File: src/logic/ctrl_port_pkg.sv
// Constants, register map and carrier types for the codec control-port host.
package ctrl_port_pkg;

  // ----------------------------------------------------------------
  // Host register map (index on the plain register port)
  // ----------------------------------------------------------------
  localparam logic [3:0] REG_CTRL = 4'h0;
  localparam logic [3:0] REG_ADDR = 4'h1;
  localparam logic [3:0] REG_WDATA = 4'h2;
  localparam logic [3:0] REG_RDATA = 4'h3;
  localparam logic [3:0] REG_STATUS = 4'h4;
  localparam logic [3:0] REG_CFG = 4'h5;

  // Field positions
  localparam int CTRL_GO = 0;
  localparam int CTRL_READ = 1;
  localparam int STAT_BUSY = 0;
  localparam int STAT_NACK = 1;
  localparam int STAT_DONE = 2;
  localparam int STAT_PAGE = 3;

  // Reset values
  localparam logic [3:0] CFG_RESET = 4'h0;
  localparam logic [6:0] ADDR_RESET = 7'h00;
  localparam logic [7:0] BYTE_ZERO = 8'h00;

  // ----------------------------------------------------------------
  // Codec-side register space and serial formats
  // ----------------------------------------------------------------
  localparam logic [6:0] PAGE_SELECT_ADDR = 7'h00;
  localparam logic [4:0] I2C_ADDR_HI = 5'h06;
  localparam logic [7:0] GCALL_BYTE = 8'h00;
  localparam logic [7:0] I2C_RELEASE = 8'hFF;
  localparam logic [7:0] SPI_DUMMY = 8'h00;
  localparam logic [6:0] TX_PAD = 7'h00;
  localparam logic [4:0] SPI_LAST_BIT = 5'h0F;
  localparam logic [4:0] I2C_LAST_BIT = 5'h08;
  localparam logic [1:0] IDX_DEV_WR = 2'h0;
  localparam logic [1:0] IDX_REG = 2'h1;
  localparam logic [1:0] IDX_THIRD = 2'h2;
  localparam logic [1:0] IDX_RD_DATA = 2'h3;
  localparam logic [1:0] PH_DRIVE = 2'h0;
  localparam logic [1:0] PH_RISE = 2'h1;
  localparam logic [1:0] PH_MID = 2'h2;
  localparam logic [1:0] PH_LAST = 2'h3;

  // ----------------------------------------------------------------
  // Timing
  // ----------------------------------------------------------------
  localparam int CLK_PERIOD_NS = 100;
  localparam int RESET_HOLD_NS = 10;
  localparam int RESET_RAW_CYC = (RESET_HOLD_NS + CLK_PERIOD_NS - 1) / CLK_PERIOD_NS;
  localparam int RESET_HOLD_CYC = (RESET_RAW_CYC < 1) ? 1 : RESET_RAW_CYC;
  localparam logic [6:0] RESET_HOLD_LIM = 7'(RESET_HOLD_CYC - 1);
  localparam int SS_GAP_NS = 6250;
  localparam int SS_GAP_CYC = (SS_GAP_NS + CLK_PERIOD_NS - 1) / CLK_PERIOD_NS;
  localparam logic [6:0] SS_GAP_LIM = 7'(SS_GAP_CYC - 1);
  // Quarter-bit lengths in ref_clk cycles (SPI 800 ns bit, I2C 2.8 us bit)
  localparam logic [3:0] SPI_QTR_LIM = 4'h1;
  localparam logic [3:0] I2C_QTR_LIM = 4'h6;

  // ----------------------------------------------------------------
  // Carrier types
  // ----------------------------------------------------------------
  typedef struct packed {
    logic [3:0] addr;
    logic [7:0] wdata;
    logic wr;
    logic rd;
  } bus_req_t;

  typedef struct packed {
    logic gcall;
    logic adr1;
    logic adr0;
    logic spi;
  } cfg_t;

endpackage

File: src/logic/dual_serial_host.sv
// Host controller driving the codec control port over SPI or I2C.
`timescale 1ns/10ps
// ------------------------------------------------------------------
// Function
// SPI clock idles low, host masters frames
// MOSI changes on first clock edge
// Device returns MISO byte while receiving
// First byte after select fall is command
// Command holds address 7:1, direction bit 0
// Write: direction 0, then data byte
// Read: data returns in second byte
// Address 0 selects the active page
// Only two pages; page 0 after reset
// 0x01 selects page 1, 0x00 page 0
// Keep select high 6.25 us between writes
// Raising select ends a burst
// Never burst past a page end
// Strap low selects 7-bit I2C slave
// I2C address 00110 plus two straps
// I2C lines only pulled low or released
// START/STOP are SDA edges, SCL high
// Slave acknowledges addressed bytes, ninth clock
// General call address zero is acknowledged
// Further write bytes auto-increment register
// Master acknowledge continues the read burst
// Reserved bits written with default values
// Strap high selects SPI, kept stable
// Codec reset low 10 ns before access
// All bytes shift MSB first
// Master NACK ends read, SDA released
// ------------------------------------------------------------------
module dual_serial_host (
  input wire logic ref_clk,
  input wire logic rst_b,
  input wire ctrl_port_pkg::bus_req_t bus_req,
  output logic [7:0] rd_data,
  output logic select_strap,
  output logic codec_reset_n,
  output logic multifunction_pin_a,
  output logic multifunction_pin_b,
  input wire logic multifunction_pin_c,
  output logic multifunction_pin_d,
  output logic scl_out,
  output logic scl_oe,
  input wire logic sda_in,
  output logic sda_out,
  output logic sda_oe
);
  import ctrl_port_pkg::*;

  // ----------------------------------------------------------------
  // State and storage
  // ----------------------------------------------------------------
  typedef enum {
    ST_RESET, ST_IDLE, ST_SPI_BIT, ST_SPI_GAP, ST_I2C_START, ST_I2C_BIT, ST_I2C_STOP
  } state_t;

  state_t state; // Transfer sequencer
  cfg_t cfg; // Protocol and strap settings
  logic [6:0] reg_addr; // Codec register to access
  logic [7:0] wdata; // Byte to write
  logic [7:0] rdata; // Last byte read back
  logic op_read; // Current transfer is a read
  logic nack; // Slave refused a byte
  logic done; // Transfer finished
  logic page; // Page last selected through address 0
  logic [3:0] div_cnt; // Quarter-bit divider
  logic [1:0] phase; // Quarter within a bit
  logic [4:0] bit_cnt; // Bit within frame or byte
  logic [1:0] byte_idx; // I2C byte within transaction
  logic [6:0] wait_cnt; // Reset hold and select gap
  logic [15:0] tx; // Outgoing bits, MSB first
  logic [15:0] rx; // Incoming bits
  logic ss_n; // SPI slave select
  logic sclk; // SPI serial clock
  logic mosi; // SPI data out
  logic miso_s1, miso_s2; // MISO synchroniser
  logic sda_s1, sda_s2; // SDA synchroniser

  // ----------------------------------------------------------------
  // Decode
  // ----------------------------------------------------------------
  wire idle = (state == ST_IDLE);
  wire busy = !idle;
  wire wr_ctrl = bus_req.wr && (bus_req.addr == REG_CTRL);
  wire wr_addr = bus_req.wr && (bus_req.addr == REG_ADDR);
  wire wr_wdata = bus_req.wr && (bus_req.addr == REG_WDATA);
  wire wr_status = bus_req.wr && (bus_req.addr == REG_STATUS);
  wire wr_cfg = bus_req.wr && (bus_req.addr == REG_CFG);
  wire go = wr_ctrl && bus_req.wdata[CTRL_GO] && idle;
  wire go_read = bus_req.wdata[CTRL_READ];
  wire [3:0] qtr_lim = cfg.spi ? SPI_QTR_LIM : I2C_QTR_LIM;
  wire tick = (div_cnt == qtr_lim);
  wire ph_end = tick && (phase == PH_LAST);
  // General call is write only, so it never turns into a read
  wire i2c_read = op_read && !cfg.gcall;
  wire [6:0] dev_addr = {I2C_ADDR_HI, cfg.adr1, cfg.adr0};
  wire [7:0] dev_wr = cfg.gcall ? GCALL_BYTE : {dev_addr, 1'b0};
  wire [7:0] dev_rd = {dev_addr, 1'b1};
  wire [7:0] spi_cmd = {reg_addr, go_read};
  wire [7:0] spi_second = go_read ? SPI_DUMMY : wdata;
  wire i2c_byte_end = (state == ST_I2C_BIT) && ph_end && (bit_cnt == I2C_LAST_BIT);
  wire spi_frame_end = (state == ST_SPI_BIT) && ph_end && (bit_cnt == SPI_LAST_BIT);
  wire slave_nack = i2c_byte_end && (byte_idx != IDX_RD_DATA) && rx[0];
  wire i2c_fin = (state == ST_I2C_STOP) && ph_end;
  wire spi_fin = (state == ST_SPI_GAP) && (wait_cnt == SS_GAP_LIM);
  wire finish = i2c_fin || spi_fin;
  wire page_hit = !op_read && (reg_addr == PAGE_SELECT_ADDR) && !cfg.gcall;
  wire [7:0] status = {4'h0, page, done, nack, busy};
  wire [7:0] ctrl_rd = {6'h00, op_read, busy};
  wire [7:0] read_mux =
    (bus_req.addr == REG_CTRL) ? ctrl_rd :
    (bus_req.addr == REG_ADDR) ? {1'b0, reg_addr} :
    (bus_req.addr == REG_WDATA) ? wdata :
    (bus_req.addr == REG_RDATA) ? rdata :
    (bus_req.addr == REG_STATUS) ? status :
    (bus_req.addr == REG_CFG) ? {4'h0, cfg} : BYTE_ZERO;

  // Open-drain lines: the low level is the only one ever driven
  assign scl_out = 1'b0;
  assign sda_out = 1'b0;

  // ----------------------------------------------------------------
  // Input synchronisers
  // ----------------------------------------------------------------
  // Pins come from outside the ref_clk domain; only stage two is read
  always_ff @(posedge ref_clk) begin
    miso_s1 <= multifunction_pin_c;
    miso_s2 <= miso_s1;
    sda_s1 <= sda_in;
    sda_s2 <= sda_s1;
  end

  // ----------------------------------------------------------------
  // Software registers
  // ----------------------------------------------------------------
  // Settings and strap only change while idle so the strap stays stable
  always_ff @(posedge ref_clk) begin
    if (!rst_b) begin
      cfg <= CFG_RESET;
      reg_addr <= ADDR_RESET;
      wdata <= BYTE_ZERO;
    end else begin
      if (wr_cfg && idle) begin
        cfg <= bus_req.wdata[3:0];
      end
      if (wr_addr && idle) begin
        reg_addr <= bus_req.wdata[6:0];
      end
      if (wr_wdata && idle) begin
        wdata <= bus_req.wdata;
      end
    end
  end

  // Read data stands in the cycle after the strobe only
  always_ff @(posedge ref_clk) begin
    if (!rst_b) begin
      rd_data <= BYTE_ZERO;
    end else begin
      rd_data <= bus_req.rd ? read_mux : BYTE_ZERO;
    end
  end

  // Sticky flags: a completion in the clearing cycle wins over the clear
  always_ff @(posedge ref_clk) begin
    if (!rst_b) begin
      done <= 1'b0;
      nack <= 1'b0;
    end else begin
      if (finish) begin
        done <= 1'b1;
      end else if (go || (wr_status && bus_req.wdata[STAT_DONE])) begin
        done <= 1'b0;
      end
      if (slave_nack) begin
        nack <= 1'b1;
      end else if (go || (wr_status && bus_req.wdata[STAT_NACK])) begin
        nack <= 1'b0;
      end
    end
  end

  // Page tracker follows completed writes to the page-select address
  always_ff @(posedge ref_clk) begin
    if (!rst_b || state == ST_RESET) begin
      page <= 1'b0;
    end else if (finish && page_hit && !nack && !slave_nack) begin
      page <= wdata[0];
    end
  end

  // ----------------------------------------------------------------
  // Bit timing
  // ----------------------------------------------------------------
  // Divider restarts with each transfer so the first quarter is full
  always_ff @(posedge ref_clk) begin
    if (!rst_b || idle || state == ST_RESET || state == ST_SPI_GAP) begin
      div_cnt <= 4'h0;
      phase <= PH_DRIVE;
    end else begin
      div_cnt <= tick ? 4'h0 : div_cnt + 4'h1;
      phase <= tick ? phase + 2'h1 : phase;
    end
  end

  // ----------------------------------------------------------------
  // Pin registers
  // ----------------------------------------------------------------
  // The strap-select and multifunction pins share the SPI roles
  always_ff @(posedge ref_clk) begin
    if (!rst_b) begin
      select_strap <= 1'b0;
      codec_reset_n <= 1'b0;
      multifunction_pin_a <= 1'b0;
      multifunction_pin_b <= 1'b0;
      multifunction_pin_d <= 1'b0;
    end else begin
      select_strap <= cfg.spi;
      codec_reset_n <= (state != ST_RESET);
      multifunction_pin_a <= cfg.spi ? ss_n : cfg.adr0;
      multifunction_pin_b <= cfg.spi ? sclk : cfg.adr1;
      multifunction_pin_d <= mosi;
    end
  end

  // ----------------------------------------------------------------
  // Transfer sequencer
  // ----------------------------------------------------------------
  // One register per frame: no bursts, so page ends are never crossed
  always_ff @(posedge ref_clk) begin
    if (!rst_b) begin
      state <= ST_RESET;
      op_read <= 1'b0;
      rdata <= BYTE_ZERO;
      bit_cnt <= 5'h00;
      byte_idx <= IDX_DEV_WR;
      wait_cnt <= 7'h00;
      tx <= {SPI_DUMMY, SPI_DUMMY};
      rx <= {SPI_DUMMY, SPI_DUMMY};
      ss_n <= 1'b1;
      sclk <= 1'b0;
      mosi <= 1'b0;
      scl_oe <= 1'b0;
      sda_oe <= 1'b0;
    end else begin
      case (state)
        // Codec reset held low for the minimum pulse
        ST_RESET: begin
          wait_cnt <= wait_cnt + 7'h01;
          if (wait_cnt == RESET_HOLD_LIM) begin
            state <= ST_IDLE;
          end
        end
        // Frame setup from the latched registers
        ST_IDLE: begin
          wait_cnt <= 7'h00;
          bit_cnt <= 5'h00;
          byte_idx <= IDX_DEV_WR;
          if (go) begin
            op_read <= go_read;
            if (cfg.spi) begin
              tx <= {spi_cmd, spi_second};
              ss_n <= 1'b0;
              state <= ST_SPI_BIT;
            end else begin
              tx <= {dev_wr, 1'b1, TX_PAD};
              state <= ST_I2C_START;
            end
          end
        end
        // Full-duplex SPI bit: drive on rising edge, sample on falling
        ST_SPI_BIT: begin
          if (tick && phase == PH_DRIVE) begin
            sclk <= 1'b1;
            mosi <= tx[15];
          end
          if (tick && phase == PH_MID) begin
            sclk <= 1'b0;
            rx <= {rx[14:0], miso_s2};
          end
          if (ph_end) begin
            tx <= {tx[14:0], 1'b0};
            bit_cnt <= bit_cnt + 5'h01;
          end
          if (spi_frame_end) begin
            ss_n <= 1'b1;
            mosi <= 1'b0;
            rdata <= op_read ? rx[7:0] : rdata;
            state <= ST_SPI_GAP;
          end
        end
        // Select stays high long enough before the next frame may start
        ST_SPI_GAP: begin
          wait_cnt <= wait_cnt + 7'h01;
          if (spi_fin) begin
            state <= ST_IDLE;
          end
        end
        // START or repeated START: SDA falls while SCL is high
        ST_I2C_START: begin
          if (tick && phase == PH_DRIVE) begin
            sda_oe <= 1'b0;
          end
          if (tick && phase == PH_RISE) begin
            scl_oe <= 1'b0;
          end
          if (tick && phase == PH_MID) begin
            sda_oe <= 1'b1;
          end
          if (ph_end) begin
            scl_oe <= 1'b1;
            bit_cnt <= 5'h00;
            state <= ST_I2C_BIT;
          end
        end
        // Nine clocks per byte; the ninth is the acknowledge slot
        ST_I2C_BIT: begin
          if (tick && phase == PH_DRIVE) begin
            sda_oe <= !tx[15];
          end
          if (tick && phase == PH_RISE) begin
            scl_oe <= 1'b0;
          end
          if (tick && phase == PH_MID) begin
            rx <= {rx[14:0], sda_s2};
          end
          if (ph_end) begin
            scl_oe <= 1'b1;
            tx <= {tx[14:0], 1'b1};
            bit_cnt <= bit_cnt + 5'h01;
          end
          if (i2c_byte_end) begin
            bit_cnt <= 5'h00;
            if (slave_nack) begin
              state <= ST_I2C_STOP;
            end else if (byte_idx == IDX_RD_DATA) begin
              rdata <= rx[8:1];
              state <= ST_I2C_STOP;
            end else if (byte_idx == IDX_DEV_WR && !cfg.gcall) begin
              byte_idx <= IDX_REG;
              tx <= {1'b0, reg_addr, 1'b1, TX_PAD};
            end else if (byte_idx == IDX_DEV_WR || (byte_idx == IDX_REG && !i2c_read)) begin
              byte_idx <= IDX_THIRD;
              tx <= {wdata, 1'b1, TX_PAD};
            end else if (byte_idx == IDX_REG) begin
              byte_idx <= IDX_THIRD;
              tx <= {dev_rd, 1'b1, TX_PAD};
              state <= ST_I2C_START;
            end else if (i2c_read) begin
              byte_idx <= IDX_RD_DATA;
              tx <= {I2C_RELEASE, 1'b1, TX_PAD};
            end else begin
              state <= ST_I2C_STOP;
            end
          end
        end
        // STOP: SDA rises while SCL is high, then the bus is idle
        ST_I2C_STOP: begin
          if (tick && phase == PH_DRIVE) begin
            sda_oe <= 1'b1;
          end
          if (tick && phase == PH_RISE) begin
            scl_oe <= 1'b0;
          end
          if (tick && phase == PH_MID) begin
            sda_oe <= 1'b0;
          end
          if (ph_end) begin
            state <= ST_IDLE;
          end
        end
        default: begin
          state <= ST_IDLE;
        end
      endcase
    end
  end

endmodule

File: config.mk
export PLATFORM = sky130hd
export DESIGN_NAME = dual_serial_host
export DESIGN_NICKNAME = d
export VERILOG_FILES = /design/src/logic/ctrl_port_pkg.sv /design/src/logic/dual_serial_host.sv
export SDC_FILE = /design/constraint.sdc
export NUM_CORES = 1
export LEC_CHECK = 0
export ABC_AREA = 1
export BUFFER_PORTS_ARGS = -buffer_cell sky130_fd_sc_hd__buf_2
export CAP_MARGIN = 20
export CELL_PAD_IN_SITES_DETAIL_PLACEMENT = 1
export CELL_PAD_IN_SITES_GLOBAL_PLACEMENT = 2
export CORE_UTILIZATION = 30
export DETAILED_ROUTE_END_ITERATION = 10
export PLACE_DENSITY = 0.73
export SLEW_MARGIN = 20
export SYNTH_ARGS = -nofsm -noshare
export SYNTH_HDL_FRONTEND = slang
export SYNTH_SLANG_ARGS = --single-unit
File: constraint.sdc
create_clock -name ref_clk -period 2.5 [get_ports ref_clk]
set_clock_uncertainty 0.05 [all_clocks]
set_input_delay 0.125 -clock ref_clk [delete_from_list [all_inputs] [get_ports ref_clk]]
set_output_delay 0.125 -clock ref_clk [all_outputs]
set_load 0.01 [all_outputs]
==> results.yml, run 1 <==
grt:
  globalRouteTotalUtil_pct: 20.9
  antenna_found_initial: 0
  grt_max_degree: 65
  grt_pass1_wl_mm: 29.0
  grt.overflow.total: 0
  grt_pass1_vias: 5449
timing:
  finalSetupViolCount: 0
  fmax_ghz: 0.470
  finalHoldViolations: 0
  worst-slew-pin-transition_ns: 0.660
  max_slew_margin_pct: 56.0
  slew_violations: 0
  finalCritPeriodShare_pct: 85.0
  rsz0062_at_grt: "false"
  tns_ns: 0
  fin_crit_ns: 2.13
power_and_ir_drop:
  max-vdd-ir-drop_v: 0.000363
  power_density_nw_per_um2: 782
  pwr-share-clk_pct: 29.5
  internal_power_mw: 2.91
  seqPwrFrac_pct: 41.2
  swShare_pct: 38.1
  leakage_nw: 2.41
  total_power_mw: 4.70
  power_switching_mw: 1.79
  combPwrFrac_pct: 29.3
logic_synthesis:
  ys_ff_latch: 101
  syn_avg_cell_area_um2: 6.83
  ys_seq_area_share_pct: 38.1
  synth_top_area_share_pct: 38.1
  synth_top_family_by_area: "simple AND/OR/NAND/NOR gates"
  ys_warn_count: 0
  yosysTopAreaCell: "dfxtp_1"
  synth_compound_area_share_pct: 21.5
  synth-adder-area-share_pct: 2.59
  synth_mux_area_share_pct: 0
  synth_cell_types: 43
  syn_inst: 776
  syn_area_um2: 5300
  synth-simple-area-share_pct: 26.1
  yosys.area_share.xor_xnor_pct: 1.16
  synth_area_leaders: "dfxtp_1 (38%), nand2_1 (11%), o21ai_0 (8.6%)"
setup_path:
  crit_type: "reg -> reg"
  start_kind: "register"
  critPathCaptureType: "register"
  crit_required_ns: 2.73
  arrival_ns: 2.35
  cp_max_fo: 7
run_status:
  status: "finished, final reports clean"
finish:
  fin_cells: 1038
  syn_to_final_growth_pct: 13.2
  final_util_pct: 34.7
  num-nets-final: 837
  antennaDiodeCount: 0
  drive_gt1_share_pct: 10.8
flow_run:
  max_cap_violations: 0
die:
  fp.dieH_um: 135
  initial_utilization_pct: 30.7
  dieWidth_um: 135
  dieArea_um2: 18200
  io_pins: 35
  rows: 48
  core-area_um2: 17300
hold_path:
  hold_path.class: "in -> reg"
cts:
  clk_latency_ns: 0.36
  path_clk_slew_ns: 0.07
  cts_buffers: 9
  cts_htree_levels: 3
  cts_sinks: 101
  cts_buffer_depth: 2
  cts_root_buf: "clkbuf_16"
  cts_setup_buffers: 0
  cts_tree: "done"
routing:
  drt_iter0_markers: 259
  vias: 5244
  detail_route.wl_per_cell_um: 17.2
  drtPass1Iterations: 4
  ant_nets: 0
  drc: 0
  vias_per_cell: 5.05
  wl_mm: 17.9
placement:
  io_buffers: 32
  gp_congestion: 0.864
  numPlacedInstances: 1018
  hpwlAfterDp_mm: 13.8
-- Yosys cell counts --
master	number
and2_4	1
o31ai_1	1
a31oi_1	4
nand2_1	154
o211ai_1	1
nand3_2	2
o211a_1	1
o2bb2ai_1	1
o2111a_1	1
clkbuf_1	11
and3_1	1
nand3_1	43
conb_1	1
nor3_1	12
o221ai_1	3
inv_6	1
buf_6	3
nor2_8	1
xor2_1	4
inv_1	101
buf_2	7
nand4_1	4
o21ai_0	91
inv_2	5
ha_1	11
dfxtp_1	101
nand3_4	2
a211oi_1	11
nor2_1	74
nand2_2	10
nor2_2	3
o22ai_1	18
a21oi_1	74
o21bai_1	1
buf_1	1
nor2_4	2
nor3_2	2
a221oi_1	1
o21a_1	1
xnor2_1	3
clkinv_2	1
buf_4	4
nor4_1	2
-- placed cells by master (no fill, tap or decap), drive strengths merged, types with 14 or more instances in the layout --
cell   instances
a21oi         74
buf           42
dfxtp        101
inv          109
nand2        164
nand3         47
nor2          80
nor3          14
o21ai         91
o22ai         18
-- critical path: stages, from the launching register on --
cell	delay, ns
dfxtp_1	0.45
inv_2	0.10
nand2_2	0.16
nor2_2	0.10
inv_1	0.18
nand3_1	0.13
nor2_1	0.47
o21ai_0	0.21
a21oi_1	0.18
-- area by class of cell --
class | instances | area [µm²]
Clock buffer | 11 | 243
Timing Repair Buffer | 46 | 275
Inverter | 108 | 412
Multi-Input combinational cell | 542 | 2730
Tap cell | 225 | 282
Sequential cell | 101 | 2020
Fill cell | 2230 | 11300
Clock inverter | 5 | 41.3
-- power groups by stage --
stage	Clock (mW)	Combinational, mW	Sequential [mW]
after CTS	1.43	1.38	1.93
after global routing	1.51	1.56	1.96
after global placement	0	1.32	1.97
final	1.39	1.38	1.93
after detailed placement	0	1.37	1.97
after floorplan	0	1.00	1.91
-- state kept, by name, indices dropped and copies added (netlist names), 2 cells and up --
name,cells
rx,9
rdata,8
cfg,4
state,3
tx,16
phase,2
wait_cnt,7
bit_cnt,5
div_cnt,4
byte_idx,2
wdata,8
reg_addr,7
rd_data,8
-- stage by stage --
| stage | area [µm²] | hold slack, ns | worst slack, ns |
|---|---|---|---|
| after floorplan | 5310 | 0.103 | 0.832 |
| after global routing | 6010 | 0.0207 | 0.139 |
| final | 6010 | 0.0182 | 0.374 |
| after global placement | 5680 | 0.180 | 0.353 |
| after detailed placement | 5680 | 0.186 | 0.220 |
| after CTS | 6000 | 0.00896 | 0.209 |
-- metal layers --
| metal | track usage [%] | wire length [µm] | share of wire [%] | vias to the layer above |
|---|---|---|---|---|
| met5 | 0 | 0 | 0 | - |
| met4 | 7.18 | 383 | 2.1 | 0 |
| met3 | 3.60 | 489 | 2.7 | 26 |
| met2 | 35.4 | 8690 | 49 | 73 |
| met1 | 26.6 | 8330 | 47 | 2533 |
| li1 | - | - | - | 2612 |
-- worst paths after layout --
path | endpoint | start | slack [ns] | cells past startpoint
worst max-delay path | phase[1]$_SDFFE_PP0P_ | state[1]$_SDFFE_PN0P_ | 0.37 | 8
worst min-delay path | reg_addr[3]$_SDFFE_PN0P_ | bus_req[5] | 0.02 | 3
worst max register to register | phase[1]$_SDFFE_PP0P_ | state[1]$_SDFFE_PN0P_ | 0.37 | 8
worst min register to register | sda_s2$_DFF_P_ | sda_s1$_DFF_P_ | 0.28 | 0
-- cells by family (layout without fill, tap and decap cells) --
logic type | after synthesis | after routing
flip-flops | 101 | 101
AO/OA/AOI/OAI | 209 | 209
buffers and inverters | 134 | 170
other | 1 | 2
adder cells (fa/ha/maj) | 11 | 11
XOR/XNOR | 7 | 7
AND/OR/NAND/NOR | 313 | 313
-- timing repair --
action,in CTS,in global routing
endpoints found under the setup margin,0,1
hold buffers,4,0
endpoints found under the hold margin,4,0
resized for setup,0,1
Note: power is estimated with default switching activity, not from simulation.
==> run 2, diff against run 1 <==
- BUFFER_PORTS_ARGS: -buffer_cell sky130_fd_sc_hd__buf_2 -> not set
- DONT_BUFFER_PORTS: not set -> 1
- MAX_ROUTING_LAYER: not set -> met4
- PLACE_DENSITY: 0.73 -> 0.7
==> run 2 against run 1 <==
  * Total power rose by 5.6%
  * Global-route usage rose by 0.98 points
  * Non-clock buffer count fell by 19
  * Largest cell class unchanged
  * Clock-buffer cell count fell by 1
  * Sequential power barely moved
  * Critical path depth rose by 1
  * Utilization rose by 0.25 points
  * Worst hold slack improved by 0.0063 ns
==> results.yml, run 2 (synthesis results as in run 1) <==
timing:
  fin_crit_ns: 2.19
  fmax_ghz: 0.457
  max_slew_margin_pct: 60.4
  finalHoldViolations: 0
  finalSetupViolCount: 0
  worst-slew-pin-transition_ns: 0.591
  rsz0062_at_grt: "false"
  slew_violations: 0
  finalCritPeriodShare_pct: 87.5
  tns_ns: 0
die:
  dieWidth_um: 135
  initial_utilization_pct: 30.7
  io_pins: 35
  fp.dieH_um: 135
  rows: 48
  dieArea_um2: 18200
  core-area_um2: 17300
power_and_ir_drop:
  leakage_nw: 2.35
  power_switching_mw: 1.77
  swShare_pct: 35.6
  total_power_mw: 4.96
  combPwrFrac_pct: 27.5
  pwr-share-clk_pct: 33.6
  power_density_nw_per_um2: 820
  seqPwrFrac_pct: 38.9
  max-vdd-ir-drop_v: 0.000364
  internal_power_mw: 3.20
cts:
  cts_sinks: 101
  cts_buffers: 9
  cts_buffer_depth: 2
  clk_latency_ns: 0.36
  cts_setup_buffers: 0
  hold_buffers: 15
  path_clk_slew_ns: 0.07
  cts_root_buf: "clkbuf_16"
  cts_resized: 0
  cts_tree: "done"
  cts_htree_levels: 3
routing:
  vias: 5200
  drtPass1Iterations: 4
  detail_route.wl_per_cell_um: 17.9
  ant_nets: 0
  drc: 0
  vias_per_cell: 5.11
  drt_iter0_markers: 294
  wl_mm: 18.2
setup_path:
  setup.worst_path.start: "cfg[0]$_SDFFE_PN0P_"
  rr_startpoint: "cfg[0]$_SDFFE_PN0P_"
  crit_type: "reg -> reg"
  cp_max_fo: 16
  crit_required_ns: 2.70
  arrival_ns: 2.38
  start_kind: "register"
  critPathCaptureType: "register"
finish:
  multi_input_area_um2: 2730
  reg_top3: "tx: 16 flops, rx: 9 flops"
  regArea_um2: 2020
  final_cell_mix: "nand2_1 (154), inv_1 (101), dfxtp_1 (101)"
  layout_commonest_cell: "nand2_1"
  final_util_pct: 35.0
  syn_to_final_growth_pct: 14.0
  drive_gt1_share_pct: 7.31
  num-nets-final: 818
  antennaDiodeCount: 0
  fin_cells: 1018
  fill_cells: 2212
  finalInstanceArea_um2: 6050
  largest_register_ff_count: 16
  top_register: "tx"
hold_path:
  hold_path.class: "in -> reg"
  hp-start: "rst_b"
placement:
  gp_congestion: 0.842
  numPlacedInstances: 988
  io_buffers: 0
  postPlaceCellArea_um2: 5540
  hpwlAfterDp_mm: 13.7
grt:
  antenna_found_initial: 0
  grt_max_degree: 64
  grt_pass1_wl_mm: 29.2
  grt.overflow.total: 0
  grt_pass1_vias: 5330
  globalRouteTotalUtil_pct: 21.8
run_status:
  status: "finished, final reports clean"
flow_run:
  max_cap_violations: 0
==> run 2: layer usage <==
layer  vias to the layer above  track usage, %  part of all wire, %  wire length, µm
met1                      2512            27.4                   46             8440
met3                        33            3.08                  3.1              571
met5                         -               -                    0                0
met4                         0            8.24                  2.4              445
li1                       2575               -                    -                -
met2                        80            35.5                   48             8750
==> run 2: area by class of cell <==
cell class                      instances  area share [%]
Clock inverter                          5            1.76
Multi-Input combinational cell        542            45.1
Inverter                              108            6.81
Timing Repair Buffer                   27            4.26
Sequential cell                       101            33.4
Tap cell                              225            4.65
Clock buffer                           10            3.95
==> run 2: per-stage QoR <==
stage                     setup WS [ns]  hold WS (ns)
final                             0.313        0.0245
after global routing             0.0682        0.0476
after CTS                         0.264        0.0101
after detailed placement          0.267         0.103
after global placement            0.333         0.103
after floorplan                   0.832         0.103
==> run 2: path summary, 6_finish.rpt <==
path	endpoint	slack, ns	cells past startpoint
max	rdata[0]$_SDFFE_PN0P_	0.31	9
min reg2reg	sda_s2$_DFF_P_	0.28	0
min	ss_n$_SDFFE_PN1P_	0.02	2
max reg2reg	rdata[0]$_SDFFE_PN0P_	0.31	9
==> run 2: power by group through the flow <==
stage	logic [mW]	clock network (mW)	registers [mW]
after global placement	1.29	0	1.96
after global routing	1.56	1.77	1.96
after CTS	1.37	1.71	1.93
after detailed placement	1.32	0	1.97
after floorplan	1.00	0	1.91
final	1.36	1.67	1.93
==> run 2: worst max-delay path: stages (launching register included) <==
cell     delay, ns
dfxtp_1       0.48
nand2_1       0.12
nand2_2       0.12
nand3_4       0.14
nor2_8        0.23
nand3_2       0.14
nand2_2       0.13
nand3_2       0.27
o21ai_0       0.33
a21oi_1       0.06
==> run 3, diff against run 2 <==
- CORE_UTILIZATION: 30 -> 39
- PLACE_DENSITY: 0.7 -> 0.87
==> run 3 against run 2 <==
  * Global-route usage rose by 4.4 points
  * Setup slack improved by 0.017 ns
  * Largest cell class unchanged
  * Non-clock buffer count fell by 5
==> results.yml, run 3 (synthesis results as in run 1) <==
grt:
  grt_pass1_wl_mm: 28.0
  globalRouteTotalUtil_pct: 26.3
  grt_pass1_vias: 5403
  grt.overflow.total: 0
  antenna_found_initial: 0
  grt_max_degree: 65
cts:
  cts_setup_buffers: 0
  clk_latency_ns: 0.36
  cts_buffer_depth: 2
  path_clk_slew_ns: 0.07
  cts_htree_levels: 3
  cts_sinks: 101
  cts_buffers: 9
  cts_tree: "done"
  cts_root_buf: "clkbuf_16"
finish:
  layout_commonest_cell: "nand2_1"
  final_cell_mix: "nand2_1 (154), inv_1 (101), dfxtp_1 (100)"
  antennaDiodeCount: 0
  largest_register_ff_count: 16
  reg_top3: "tx: 16 flops, rx: 9 flops"
  top_register: "tx"
  fill_cells: 1746
  drive_gt1_share_pct: 6.97
  num-nets-final: 813
  syn_to_final_growth_pct: 11.5
setup_path:
  start_kind: "register"
  crit_top_cell: "nand2_2"
  reg2reg_slack_ns: 0.33
  crit_required_ns: 2.68
  reg2reg_to: "rdata[3]$_SDFFE_PN0P_"
  arrival_ns: 2.35
  critPathCaptureType: "register"
  cp_max_fo: 16
  r2r_cells: 9
  critPathTopFamily: "simple AND/OR/NAND/NOR gates"
  path_buf_inv: 1
  path_cells: "inv_2 > nand2_2 > nor2_4 > and2_4 > nand2_1 > nand2_2 > nand3_2 > o21ai_0 > a21oi_1"
  crit_slowest_cell: "dfxtp_1"
  crit_type: "reg -> reg"
  cpPeakStageDelay_ns: 0.37
  rr_startpoint: "state[1]$_SDFFE_PN0P_"
placement:
  io_buffers: 0
  gp_congestion: 0.851
  dp_worst_setup_slack_ns: 0.251
  hpwlAfterDp_mm: 12.8
timing:
  finalWorstSetupSlack_ns: 0.330
  tns_ns: 0
  finalSetupViolCount: 0
  finalCritPeriodShare_pct: 86.8
  finalHoldViolations: 0
  rsz0062_at_grt: "false"
  fin_crit_ns: 2.17
  max_slew_margin_pct: 65.3
  fmax_ghz: 0.461
  worst-slew-pin-transition_ns: 0.519
  slew_violations: 0
routing:
  wl_met2_mm: 8.28
  drc: 0
  dr.max_layer_used: "met4"
  ant_nets: 0
  wl_mm: 17.2
  vias: 5190
  detail_route.wl_per_cell_um: 17.8
  drt-met1-wl_mm: 7.86
  wl_met3_um: 616
  vias_per_cell: 5.38
  drtPass1Iterations: 4
  drt_iter0_markers: 253
flow_run:
  max_cap_violations: 0
power_and_ir_drop:
  swShare_pct: 36.9
  seqPwrFrac_pct: 40.7
  max-vdd-ir-drop_v: 0.000404
  pwr-share-clk_pct: 30.8
  combPwrFrac_pct: 28.5
  total_power_mw: 4.76
  power_switching_mw: 1.75
  leakage_nw: 2.31
  internal_power_mw: 3.00
  power_density_nw_per_um2: 804
die:
  dieArea_um2: 14100
  fp.dieH_um: 119
  core-area_um2: 13200
  rows: 42
  io_pins: 35
  initial_utilization_pct: 40.1
  dieWidth_um: 119
hold_path:
  hold_end: "rd_data[3]$_SDFF_PP0_"
  hp-start: "bus_req[11]"
  hold_depth: 3
  hold_path.class: "in -> reg"
run_status:
  status: "finished, final reports clean"
run 3: stage by stage:
stage                     hold WS [ns]  cell area [µm²]  cells  utilization [%]
final                           0.0236             5920    965             44.7
after global routing            0.0317             5920    965             44.7
after CTS                       0.0102             5910    965             44.7
after detailed placement         0.103             5440    934             41.1
after global placement           0.103             5440    934             41.1
after floorplan                  0.103             5310    777                -
run 3: worst min-delay path: stages:
cell     delay [ns]
nor2_1         0.09
nand2_1        0.09
a31oi_1        0.07
run 3: worst max path at each step:
stage | slack, ns | from | cells past startpoint | endpoint
floorplan | 0.83 | phase[0]$_SDFFE_PP0P_ | 9 | rdata[2]$_SDFFE_PN0P_
global placement | 0.35 | cfg[0]$_SDFFE_PN0P_ | 11 | tx[0]$_SDFFE_PN0P_
detailed placement | 0.25 | cfg[0]$_SDFFE_PN0P_ | 11 | tx[7]$_SDFFE_PN0P_
CTS | 0.22 | cfg[0]$_SDFFE_PN0P_ | 9 | rdata[3]$_SDFFE_PN0P_
global route | 0.09 | state[1]$_SDFFE_PN0P_ | 8 | tx[9]$_SDFFE_PN0P_
finish | 0.33 | state[1]$_SDFFE_PN0P_ | 9 | rdata[3]$_SDFFE_PN0P_
run 3: cell type report:
cell class,instances,area [µm²],area share [%]
inverters,108,412,6.96
clock buffers,10,239,4.04
multi-input cells,542,2730,46.2
flip-flops and latches,101,2020,34.2
clock inverters,6,71.3,1.21
well taps,176,220,3.72
repair buffers,22,220,3.72
run 3: timing repair:
item                                    in CTS  in global routing
resized for setup                            0                  1
endpoints found under the setup margin       0                  1
hold buffers                                15                  0
endpoints found under the hold margin       77                  0
run 3: per-layer routing:
| metal | track usage [%] | vias to the layer above |
|---|---|---|
| li1 | - | 2562 |
| met1 | 31.3 | 2507 |
| met2 | 44.3 | 94 |
| met3 | 5.12 | 27 |
| met4 | 8.70 | 0 |
| met5 | - | - |
run 3: power by group through the flow:
stage	logic (mW)	clock network (mW)	registers, mW
final	1.35	1.46	1.94
after global routing	1.55	1.57	1.96
after CTS	1.36	1.52	1.94
after detailed placement	1.31	0	1.97
after global placement	1.27	0	1.96
after floorplan	1.00	0	1.91
